File: config.mk
export PLATFORM = sky130hd
export DESIGN_NAME = edc_ctrl
export DESIGN_NICKNAME = d
export VERILOG_FILES = /design/src/hdl/edc_pkg.sv /design/src/hdl/edc_refresh_timer.sv /design/src/hdl/edc_ctrl.sv
export VERILOG_INCLUDE_DIRS = /design/src /design/src/hdl
export SDC_FILE = /design/constraint.sdc
export NUM_CORES = 1
export LEC_CHECK = 0
export ABC_AREA = 1
export BUFFER_PORTS_ARGS = -buffer_cell sky130_fd_sc_hd__buf_2
export CORE_ASPECT_RATIO = 0.9
export CORE_MARGIN = 5
export CORE_UTILIZATION = 45
export CTS_BUF_LIST = sky130_fd_sc_hd__clkbuf_4
export CTS_CLUSTER_DIAMETER = 40
export CTS_CLUSTER_SIZE = 10
export DETAILED_ROUTE_END_ITERATION = 8
export PLACE_DENSITY = 0.75
export SLEW_MARGIN = 30
export SYNTH_ARGS = -nofsm -noshare
export SYNTH_HDL_FRONTEND = slang
export SYNTH_SLANG_ARGS = --single-unit
File: constraint.sdc
create_clock -name clk_sys_i -period 1.3 [get_ports clk_sys_i]
set_input_delay 0.195 -clock clk_sys_i [delete_from_list [all_inputs] [get_ports clk_sys_i]]
set_output_delay 0.195 -clock clk_sys_i [all_outputs]
set_load 0.05 [all_outputs]
File: src/hdl/edc_params.svh
// timing and geometry constants for the edo dram controller
`ifndef EDC_PARAMS_SVH
`define EDC_PARAMS_SVH

`define EDC_CLK_NS        40
// dram timing figures in ns (fast speed grade)
`define EDC_T_RP_NS       30
`define EDC_T_RCD_NS      11
`define EDC_T_RAC_NS      50
`define EDC_T_AA_NS       25
`define EDC_T_CAC_NS      13
`define EDC_T_RAS_NS      50
`define EDC_T_CAS_NS      8
`define EDC_T_CSR_NS      5
`define EDC_T_CHR_NS      8
`define EDC_T_OD_NS       12
`define EDC_T_OEH_NS      8
`define EDC_T_RPS_NS      90
`define EDC_T_CLCH_NS     5
// refresh: 4096 cbr cycles per 64 ms, so one every 15625 ns
`define EDC_REF_PERIOD_NS 64000000
`define EDC_REF_CYCLES    4096
`define EDC_ROW_W         12
`define EDC_COL_W         10
`define EDC_DQ_W          16
`define EDC_CNT_W         16

`endif

File: src/hdl/edc_pkg.sv
// types for the edo dram controller
package edc_pkg;
	typedef enum logic [1:0]
	{
		EDC_OP_READ,
		EDC_OP_WRITE,
		EDC_OP_RMW
	} edc_op_t;

	typedef enum logic [3:0]
	{
		EDC_ST_IDLE,
		EDC_ST_PRE,
		EDC_ST_ROW,
		EDC_ST_COL,
		EDC_ST_WRLATE,
		EDC_ST_WRDATA,
		EDC_ST_CBR_SETUP,
		EDC_ST_CBR_ROW,
		EDC_ST_CBR_END
	} edc_state_t;

	// ceiling division of a time by the clock period, never below one cycle
	function automatic int unsigned edc_cycles(input int unsigned ns, input int unsigned clk_ns);
		int unsigned c;
		c = (ns + clk_ns - 1) / clk_ns;
		return (c == 0) ? 1 : c;
	endfunction : edc_cycles
endpackage : edc_pkg

File: src/hdl/edc_refresh_timer.sv
// refresh interval timer raising a request held until granted
`timescale 1ns/10ps
`include "edc_params.svh"
module edc_refresh_timer #(
	parameter int unsigned INTERVAL = 390
)(
	input  wire logic clk_sys_i,
	input  wire logic rst_n_i,
	input  wire logic grant_i,
	output logic      request_o
);
	logic [`EDC_CNT_W-1:0] cnt_reg;
	logic [`EDC_CNT_W-1:0] cnt_next;
	logic                  req_reg;
	logic                  req_next;

	initial
	begin
		if (INTERVAL < 2 || INTERVAL >= (1 << `EDC_CNT_W))
			$error("refresh interval out of range");
	end

	always_comb
	begin
		cnt_next = cnt_reg + `EDC_CNT_W'(1);
		req_next = req_reg;
		if (cnt_reg == `EDC_CNT_W'(INTERVAL - 1))
		begin
			cnt_next = '0;
			req_next = 1'b1;
		end
		else if (grant_i)
			req_next = 1'b0;
	end

	always_ff @(posedge clk_sys_i)
	begin
		if (!rst_n_i)
		begin
			cnt_reg <= '0;
			req_reg <= 1'b0;
		end
		else
		begin
			cnt_reg <= cnt_next;
			req_reg <= req_next;
		end
	end

	assign request_o = req_reg;
endmodule : edc_refresh_timer

File: src/hdl/edc_ctrl.sv
// edo dram controller: request port to dram pins, with cbr refresh
`timescale 1ns/10ps
`include "edc_params.svh"
module edc_ctrl #(
	parameter int unsigned REF_INTERVAL =
		(`EDC_REF_PERIOD_NS / `EDC_REF_CYCLES) / `EDC_CLK_NS
)(
	input  wire logic                   clk_sys_i,
	input  wire logic                   rst_n_i,
	// user request port
	input  wire logic                   req_valid_i,
	input  wire edc_pkg::edc_op_t       req_op_i,
	input  wire logic [`EDC_ROW_W-1:0]  req_row_i,
	input  wire logic [`EDC_COL_W-1:0]  req_col_i,
	input  wire logic [1:0]             req_be_i,
	input  wire logic [`EDC_DQ_W-1:0]   req_wdata_i,
	output logic                        req_ready_o,
	output logic                        rsp_valid_o,
	output logic [`EDC_DQ_W-1:0]        rsp_rdata_o,
	// dram pins
	output logic                        row_strobe_n_o,
	output logic                        low_byte_col_strobe_n_o,
	output logic                        high_byte_col_strobe_n_o,
	output logic                        write_strobe_n_o,
	output logic                        out_enable_n_o,
	output logic [`EDC_ROW_W-1:0]       addr_o,
	input  wire logic [`EDC_DQ_W-1:0]   dq_i,
	output logic [`EDC_DQ_W-1:0]        dq_o,
	output logic [`EDC_DQ_W-1:0]        dq_oe_o
);
	// ==========================================================
	// cycle counts derived from the timing figures
	localparam int unsigned CLK = `EDC_CLK_NS;
	localparam int unsigned C_RP  = edc_pkg::edc_cycles(`EDC_T_RP_NS, CLK);
	localparam int unsigned C_RCD = edc_pkg::edc_cycles(`EDC_T_RCD_NS, CLK);
	localparam int unsigned C_RAS = edc_pkg::edc_cycles(`EDC_T_RAS_NS, CLK);
	// column phase must cover access from row, column address and column strobe
	localparam int unsigned C_ACC_A = edc_pkg::edc_cycles(`EDC_T_RAC_NS, CLK) - C_RCD;
	localparam int unsigned C_ACC_B = edc_pkg::edc_cycles(`EDC_T_AA_NS, CLK);
	localparam int unsigned C_ACC_C = edc_pkg::edc_cycles(`EDC_T_CAC_NS, CLK);
	localparam int unsigned C_ACC0 = (C_ACC_A > C_ACC_B) ? C_ACC_A : C_ACC_B;
	localparam int unsigned C_ACC = ((C_ACC0 > C_ACC_C) ? C_ACC0 : C_ACC_C) + 1;
	localparam int unsigned C_OD  = edc_pkg::edc_cycles(`EDC_T_OD_NS + `EDC_T_OEH_NS, CLK);
	localparam int unsigned C_CSR = edc_pkg::edc_cycles(`EDC_T_CSR_NS, CLK);
	localparam int unsigned C_CHR = edc_pkg::edc_cycles(`EDC_T_CHR_NS, CLK);
	localparam int unsigned C_CBR = (C_RAS > C_CHR) ? C_RAS : C_CHR;
	localparam int unsigned CW = 4;

	initial
	begin
		if (C_ACC >= (1 << CW) || C_CBR >= (1 << CW) || C_RP >= (1 << CW))
			$error("timing counts exceed counter width");
	end

	// ==========================================================
	// refresh request source
	logic ref_req;
	logic ref_grant;

	edc_refresh_timer #(
		.INTERVAL (REF_INTERVAL)
	) u_timer (
		.clk_sys_i (clk_sys_i),
		.rst_n_i   (rst_n_i),
		.grant_i   (ref_grant),
		.request_o (ref_req)
	);

	// ==========================================================
	// state machine
	edc_pkg::edc_state_t      st_reg, st_next;
	logic [CW-1:0]            cnt_reg, cnt_next;
	edc_pkg::edc_op_t         op_reg, op_next;
	logic [`EDC_COL_W-1:0]    col_reg, col_next;
	logic [1:0]               be_reg, be_next;
	logic [`EDC_DQ_W-1:0]     wd_reg, wd_next;
	logic [`EDC_DQ_W-1:0]     rd_reg, rd_next;
	logic                     rv_reg, rv_next;
	logic                     rdy_reg, rdy_next;
	logic                     ras_reg, ras_next;
	logic                     low_byte_col_strobe_n_reg, low_byte_col_strobe_n_next;
	logic                     high_byte_col_strobe_n_reg, high_byte_col_strobe_n_next;
	logic                     we_reg, we_next;
	logic                     oe_reg, oe_next;
	logic [`EDC_ROW_W-1:0]    ad_reg, ad_next;
	logic                     drv_reg, drv_next;

	always_comb
	begin
		st_next   = st_reg;
		cnt_next  = cnt_reg - CW'(1);
		op_next   = op_reg;
		col_next  = col_reg;
		be_next   = be_reg;
		wd_next   = wd_reg;
		rd_next   = rd_reg;
		rv_next   = 1'b0;
		rdy_next  = 1'b0;
		ras_next  = ras_reg;
		low_byte_col_strobe_n_next = low_byte_col_strobe_n_reg;
		high_byte_col_strobe_n_next = high_byte_col_strobe_n_reg;
		we_next   = we_reg;
		oe_next   = oe_reg;
		ad_next   = ad_reg;
		drv_next  = drv_reg;
		ref_grant = 1'b0;
		case (st_reg)
			edc_pkg::EDC_ST_IDLE:
			begin
				// a raised ready is a promise, so a seen request beats a new refresh
				if (req_valid_i && rdy_reg)
				begin
					op_next  = req_op_i;
					col_next = req_col_i;
					be_next  = (req_be_i == 2'b00) ? 2'b11 : req_be_i;
					wd_next  = req_wdata_i;
					ad_next  = req_row_i;
					ras_next = 1'b0;
					// early write: write strobe low before column strobe
					we_next  = (req_op_i != edc_pkg::EDC_OP_WRITE);
					oe_next  = (req_op_i == edc_pkg::EDC_OP_WRITE);
					drv_next = (req_op_i == edc_pkg::EDC_OP_WRITE);
					cnt_next = CW'(C_RCD);
					st_next  = edc_pkg::EDC_ST_ROW;
				end
				else if (ref_req)
				begin
					// column strobes are high here, so a row fall starts a fresh cycle
					ref_grant = 1'b1; // cbr only
					low_byte_col_strobe_n_next = 1'b0;
					high_byte_col_strobe_n_next = 1'b0;
					we_next   = 1'b1;
					cnt_next  = CW'(C_CSR);
					st_next   = edc_pkg::EDC_ST_CBR_SETUP;
				end
				else
					rdy_next = 1'b1;
			end
			edc_pkg::EDC_ST_ROW:
			begin
				if (cnt_reg == CW'(1))
				begin
					ad_next   = `EDC_ROW_W'(col_reg);
					// each byte strobe falls only if its enable bit is set; both rise together
					low_byte_col_strobe_n_next = ~be_reg[0];
					high_byte_col_strobe_n_next = ~be_reg[1];
					cnt_next  = CW'(C_ACC);
					st_next   = edc_pkg::EDC_ST_COL;
				end
			end
			edc_pkg::EDC_ST_COL:
			begin
				if (cnt_reg == CW'(1))
				begin
					if (op_reg == edc_pkg::EDC_OP_READ)
					begin
						rd_next = dq_i;
						rv_next = 1'b1;
						st_next = edc_pkg::EDC_ST_PRE;
						// write strobe stays high until both strobes are back up
						ras_next  = 1'b1;
						low_byte_col_strobe_n_next = 1'b1;
						high_byte_col_strobe_n_next = 1'b1;
						oe_next   = 1'b1;
						cnt_next  = CW'(C_RP);
					end
					else if (op_reg == edc_pkg::EDC_OP_RMW)
					begin
						rd_next  = dq_i;
						rv_next  = 1'b1;
						oe_next  = 1'b1;
						cnt_next = CW'(C_OD);
						st_next  = edc_pkg::EDC_ST_WRLATE;
					end
					else
					begin
						ras_next  = 1'b1;
						low_byte_col_strobe_n_next = 1'b1;
						high_byte_col_strobe_n_next = 1'b1;
						we_next   = 1'b1;
						drv_next  = 1'b0; // row closes after every access, no page cycles
						cnt_next  = CW'(C_RP);
						st_next   = edc_pkg::EDC_ST_PRE;
					end
				end
			end
			edc_pkg::EDC_ST_WRLATE:
			begin
				// outputs are off before we drive
				if (cnt_reg == CW'(1))
				begin
					we_next  = 1'b0;
					drv_next = 1'b1;
					cnt_next = CW'(C_CHR);
					st_next  = edc_pkg::EDC_ST_WRDATA;
				end
			end
			edc_pkg::EDC_ST_WRDATA:
			begin
				if (cnt_reg == CW'(1))
				begin
					ras_next  = 1'b1;
					low_byte_col_strobe_n_next = 1'b1;
					high_byte_col_strobe_n_next = 1'b1;
					we_next   = 1'b1;
					drv_next  = 1'b0;
					cnt_next  = CW'(C_RP);
					st_next   = edc_pkg::EDC_ST_PRE;
				end
			end
			edc_pkg::EDC_ST_CBR_SETUP:
			begin
				if (cnt_reg == CW'(1))
				begin
					ras_next = 1'b0;
					cnt_next = CW'(C_CBR);
					st_next  = edc_pkg::EDC_ST_CBR_ROW;
				end
			end
			edc_pkg::EDC_ST_CBR_ROW:
			begin
				// row low time of 80 ns stays under the 90 ns self-refresh entry pulse, so no entry
				if (cnt_reg == CW'(1))
				begin
					ras_next  = 1'b1;
					low_byte_col_strobe_n_next = 1'b1;
					high_byte_col_strobe_n_next = 1'b1;
					cnt_next  = CW'(C_RP);
					st_next   = edc_pkg::EDC_ST_PRE;
				end
			end
			edc_pkg::EDC_ST_PRE:
			begin
				if (cnt_reg == CW'(1))
				begin
					oe_next  = 1'b1;
					st_next  = edc_pkg::EDC_ST_IDLE;
					rdy_next = ~ref_req;
				end
			end
			default:
			begin
				st_next = edc_pkg::EDC_ST_IDLE;
			end
		endcase
	end

	always_ff @(posedge clk_sys_i)
	begin
		if (!rst_n_i)
		begin
			st_reg   <= edc_pkg::EDC_ST_PRE;
			cnt_reg  <= CW'(C_RP);
			op_reg   <= edc_pkg::EDC_OP_READ;
			col_reg  <= '0;
			be_reg   <= 2'b11;
			wd_reg   <= '0;
			rd_reg   <= '0;
			rv_reg   <= 1'b0;
			rdy_reg  <= 1'b0;
			ras_reg  <= 1'b1;
			low_byte_col_strobe_n_reg <= 1'b1;
			high_byte_col_strobe_n_reg <= 1'b1;
			we_reg   <= 1'b1;
			oe_reg   <= 1'b1;
			ad_reg   <= '0;
			drv_reg  <= 1'b0;
		end
		else
		begin
			st_reg   <= st_next;
			cnt_reg  <= cnt_next;
			op_reg   <= op_next;
			col_reg  <= col_next;
			be_reg   <= be_next;
			wd_reg   <= wd_next;
			rd_reg   <= rd_next;
			rv_reg   <= rv_next;
			rdy_reg  <= rdy_next;
			ras_reg  <= ras_next;
			low_byte_col_strobe_n_reg <= low_byte_col_strobe_n_next;
			high_byte_col_strobe_n_reg <= high_byte_col_strobe_n_next;
			we_reg   <= we_next;
			oe_reg   <= oe_next;
			ad_reg   <= ad_next;
			drv_reg  <= drv_next;
		end
	end

	// ==========================================================
	// outputs, all straight from flip-flops
	assign req_ready_o              = rdy_reg;
	assign rsp_valid_o              = rv_reg;
	assign rsp_rdata_o              = rd_reg;
	assign row_strobe_n_o           = ras_reg;
	assign low_byte_col_strobe_n_o  = low_byte_col_strobe_n_reg;
	assign high_byte_col_strobe_n_o = high_byte_col_strobe_n_reg;
	assign write_strobe_n_o         = we_reg;
	assign out_enable_n_o           = oe_reg;
	assign addr_o                   = ad_reg;
	assign dq_o                     = wd_reg;
	// drive whole word; the device latches only lanes whose strobe is low
	assign dq_oe_o                  = {`EDC_DQ_W{drv_reg}};
endmodule : edc_ctrl

# After elaboration in Yosys (flattened, before gate mapping)

Index checks and enable logic that the tools add are counted.

Bits in registers: 91
Bits of input ports: 61
Output and inout bits: 67
Word-level logic and storage cells: 136

Add/sub/neg operators: 2
Equal/unequal tests: 27
Muxes and demuxes: 60
Bitwise gates (word level): 4
Reductions and logical operators: 25

Operators with widths:

| operator                | count |
|---|---|
| $mux W4                 | 12 |
| $mux W16                | 2 |
| $mux W1                 | 31 |
| $pmux W4 S7             | 1 |
| $reduce_and A7 Y1       | 4 |
| $mux W12                | 2 |
| $pmux W12 S2            | 1 |
| $ne A2 B2 Y1 const B    | 10 |
| $pmux W1 S4             | 5 |
| $add A16 B1 Y16 const B | 1 |
| $eq A16 B9 Y1 const B   | 1 |
| $eq A4 B3 Y1 const B    | 4 |
| $pmux W4 S3             | 1 |
| $reduce_bool A4 Y1      | 3 |
| $reduce_and A3 Y1       | 3 |
| $eq A4 B1 Y1 const B    | 2 |
| $eq A4 B2 Y1 const B    | 2 |
| $mux W3                 | 2 |
| $ne A2 B1 Y1 const B    | 3 |
| $ne A3 B3 Y1 const B    | 2 |
| $reduce_and A6 Y1       | 1 |
| $reduce_bool A2 Y1      | 3 |
| $reduce_or A2 Y1        | 3 |
| $reduce_and A5 Y1       | 1 |
| 14 further kinds        | 18 |

# Longest topological paths before layout

Word-level depth: 5
Gate-level depth with buffers: 10

# Cells and area by module

From an unflattened synthesis, not the netlist that was laid out.

Cell total of the unflattened synthesis: 575
Area total of the unflattened synthesis: 4206.5 sq um

By module, submodules not included:

| module            | instances | cells each | area an instance (sq um) | seq. area each (sq um) |
|---|---|---|---|---|
| edc_ctrl          | 1         | 452        | 3323.2                   | 1461.4 |
| edc_refresh_timer | 1         | 123        | 883.3                    | 340.3 |

# Least setup slack after synthesis

OpenSTA, ideal clock, no wires.

Path kind: reg2reg
From: reg rdy_reg, in the netlist req_ready_o
To: reg ad_reg[0], in the netlist addr_o[0]
Setup time: 0.116 ns
Arrival: 1.414 ns
Required time: 1.184 ns
Setup slack: -0.230 ns
Stages on the path, launching flop included: 9
Path buffers: 1
Period minus slack after synthesis: 1.530 ns
Cells stage by stage: dfxtp_1 > nand2_1 > nor2_4 > inv_2 > nand2_4 > inv_2 > buf_6 > nor2_1 > nor2_1

Cells in the longest elaborated chain, start to end: 3

Ends and longest elaborated chain:

| item                        | line            | text |
|---|---|---|
| start, declared             | edc_ctrl.sv:79  | `logic rdy_reg, rdy_next;` |
| start signal, assigned      | edc_ctrl.sv:279 | `rdy_reg <= rdy_next;` |
| $logic_and A1 B1 Y1         | edc_ctrl.sv:111 | `if (req_valid_i && rdy_reg)` |
| $ne A2 B2 Y1 (no line)      | n/a             |  |
| $reduce_and A3 Y1 (no line) | n/a             |  |
| end signal, assigned        | edc_ctrl.sv:285 | `ad_reg <= ad_next;` |
| end, declared               | edc_ctrl.sv:85  | `` logic [`EDC_ROW_W-1:0] ad_reg, ad_next; `` |

No other way between the ends.
A chain may end at the register's enable or synchronous reset.

# Worst setup path after layout

From: reg st_reg[2]
To: reg st_reg[0]

Cells in the longest elaborated chain, start to end: 4
Elaborated cells between the ends (all ways): 18

Ends and longest elaborated chain:

| item                        | line            | text |
|---|---|---|
| start, declared             | edc_ctrl.sv:71  | `edc_pkg::edc_state_t st_reg, st_next;` |
| start signal, assigned      | edc_ctrl.sv:252 | `st_reg <= edc_pkg::EDC_ST_PRE;` |
| start signal, assigned      | edc_ctrl.sv:271 | `st_reg <= st_next;` |
| $eq A4 B3 Y1                | edc_ctrl.sv:107 | `case (st_reg)` |
| $reduce_or A2 Y1 (no line)  | n/a             |  |
| $ne A2 B1 Y1 (no line)      | n/a             |  |
| $reduce_and A7 Y1 (no line) | n/a             |  |

Parallel ways exist; a longest one is shown, timed or not.

==> impl_metrics.py <==
metrics = {
    "run_status": {
        "status": "finished with violations",
        "violations": "negative setup slack",
    },
    "power": {
        "seqPwrFrac": 0.294,
        "peakVddDrop_v": 0.00112,
        "swShare": 0.463,
        "p_switching_mw": 5.64,
        "p_int_mw": 6.53,
        "p_leak_nw": 2.90,
        "pwr-share-comb": 0.578,
        "p_clk_frac": 0.128,
        "power_density_nw_per_um2": 1920,
    },
    "drt": {
        "drt-pass1-iter-count": 5,
        "antenna_left": 0,
        "totalWireLength_um": 14000,
        "via_per_inst": 5.20,
        "drt_iter0_drc": 338,
        "num_vias": 4671,
        "drc": 0,
        "wl_per_cell_um": 15.5,
    },
    "clocking": {
        "cts_tree": "yes",
        "insertion_delay_ns": 0.43,
        "htree_levels": 3,
        "cts-root-buf": "clkbuf_4",
        "clock-sinks": 90,
        "clk_pin_slew_ns": 0.15,
        "cts_buffer_depth": 2,
        "cts_buffers": 9,
    },
    "synth": {
        "netlist_area_um2": 4150,
        "synth-xor-area-share": 0.0148,
        "synth_cell_type_count": 31,
        "synth_area_leaders": "dfxtp_1 43%, nor2_1 12%, o21ai_0 8.7%, nand2_1 6.8%, nand3_1 4.0%",
        "synth_fa_ha_area_frac": 0.0121,
        "yosysTopAreaCell": "dfxtp_1",
        "ys_ff_latch": 90,
        "synth_top_area_frac": 0.434,
        "syn_inst": 568,
        "synth-seq-area-share": 0.434,
        "syn_nets": 633,
        "synth_top_family_by_area": "simple AND/OR/NAND/NOR gates",
        "synth_area_per_cell_um2": 7.31,
        "synthMuxAreaShare": 0,
        "yosys.area_share.simple": 0.297,
        "synth_compound_area_frac": 0.129,
        "synth_warnings": 0,
    },
    "worst_setup_path": {
        "arrival_ns": 1.81,
        "crit_top_cell": "nand3_2",
        "cp_slowest_stage_delay_ns": 0.41,
        "cp-end-kind": "register",
        "startpoint_type": "register",
        "critPathRequiredTime_ns": 1.62,
        "critPathMaxFanout": 5,
        "crit_type": "reg -> reg",
        "crit_slowest_cell": "dfxtp_4",
        "crit_chain": "nor2_8 > buf_6 > nand4_1 > nand3_2 > nor2_4 > nand2_2 > nand3_2",
    },
    "placement": {
        "placed_area_um2": 5060,
        "post-dp-hpwl_um": 8240,
        "place_congestion": 0.951,
        "port_buffers": 127,
        "dp.cells": 825,
    },
    "finish": {
        "fin_util": 0.701,
        "postLayoutCellArea_um2": 6340,
        "n_fill_cell": 675,
        "drive_gt1_frac": 0.392,
        "final_nets": 834,
        "final_common_cell": "nor2_1",
        "area_growth_syn_to_layout_pct": 52.7,
        "mostFrequentLayoutCells": "118 x nor2_1, 76 x dfxtp_1, 70 x buf_4",
        "fin_cells": 898,
    },
    "global_route": {
        "track_usage": 0.221,
        "first_global_vias": 4383,
        "grt_antenna_before_repair": 1,
        "grt-ovfl-total": 0,
        "grt_max_degree": 51,
        "grt_pass1_wl_um": 20600,
    },
    "hold_path": {
        "hp-class": "in -> reg",
    },
    "floorplan": {
        "fp.dieArea_um2": 11200,
        "start_util": 0.459,
        "boundaryPins": 128,
        "coreArea_um2": 9040,
        "die_w_um": 111,
        "row_count": 33,
        "chipHeight_um": 101,
    },
    "sta": {
        "fin_crit_ns": 1.49,
        "finalSetupViolations": 84,
        "fmax_mhz": 672,
        "max_slew_margin": 0.719,
        "slew_viol_final": 0,
        "fin_crit_sh": 1.15,
        "hold_viol_final": 0,
        "clock_skew_ns": 0.0187,
        "hold_ws_ns": 0.00970,
        "setup_ws_ns": -0.189,
        "tns_ns": -5.86,
        "worst_pin_slew_ns": 0.419,
        "rsz0062_at_grt": "true",
    },
    "run": {
        "maxCapViolations": 0,
    },
}
## Yosys cell counts (all sizes together)
cell,n
buf,34
nand3,34
clkbuf,5
o21ai,75
nand4,10
xor2,4
xnor2,3
a21oi,28
nor3b,2
ha,4
o22ai,2
a31oi,1
dfxtp,90
nor3,10
nand2,83
clkinv,1
inv,47
nor2,135
## critical path: cells and delay by family (launching register included)
kind | cells | cell delay (ns)
buffers and inverters | 1 | 0.11
flip-flops | 1 | 0.41
AND/OR/NAND/NOR | 6 | 0.84
## repair_timing
action	in CTS	in global routing
resized for setup	87	141
pin swaps	20	31
cloned	1	2
setup endpoints to repair	92	137
endpoints found under the hold margin	35	0
buffers inserted	10	7
hold buffers	35	0
## layer usage
metal  GRT usage  up-vias  share of wire
li1            -     2228              -
met1       0.263     2179           0.38
met2       0.386      212           0.52
met3      0.0498       52          0.063
met4      0.0964        0          0.035
met5           0        -              0
## stage by stage
step,setup WS [ns],power [mW]
after global placement,-0.135,8.76
after detailed placement,-0.176,8.84
after CTS,-0.0488,11.1
after floorplan,0.00836,7.37
final,-0.189,12.2
after global routing,-0.211,12.8
## kinds of logic after synthesis
logic type                 Yosys count
DFF                                 90
xor gates and xnor gates             7
adders and majority gates            4
buffers and inverters               87
and+or+nand+nor                    274
AOI/OAI and AO/OA                  106
## cell type report
cell class | instances | area [µm²] | area share
Clock inverter | 6 | 67.6 | 0.0107
Clock buffer | 9 | 67.6 | 0.0107
Antenna cell | 3 | 7.51 | 0.00118
Sequential cell | 90 | 1830 | 0.289
Inverter | 48 | 205 | 0.0324
Tap cell | 122 | 153 | 0.0241
Timing Repair Buffer | 227 | 1810 | 0.286
Multi-Input combinational cell | 393 | 2190 | 0.345
## path summary, 6_finish.rpt
check | startpoint | endpoint | slack (ns) | cells after the start
worst max-delay path | st_reg[2]$_SDFFE_PN0P_ | st_reg[0]$_SDFFE_PN1P_ | -0.19 | 7
worst min-delay path | req_col_i[9] | col_reg[9]$_SDFFE_PN0N_ | 0.01 | 3
worst max register to register | st_reg[2]$_SDFFE_PN0P_ | st_reg[0]$_SDFFE_PN1P_ | -0.19 | 7
worst min register to register | u_timer.cnt_reg[0]$_SDFF_PP0_ | u_timer.cnt_reg[0]$_SDFF_PP0_ | 0.45 | 1
## power groups by stage
stage	sequential (mW)	clock (mW)	combinational [mW]
CTS	3.56	1.60	5.96
finish	3.58	1.56	7.03
floorplan	4.50	0	2.87
global route	3.62	1.71	7.48
detailed placement	3.54	0	5.29
global placement	3.53	0	5.22
Note: power is estimated with default switching activity, not from simulation.
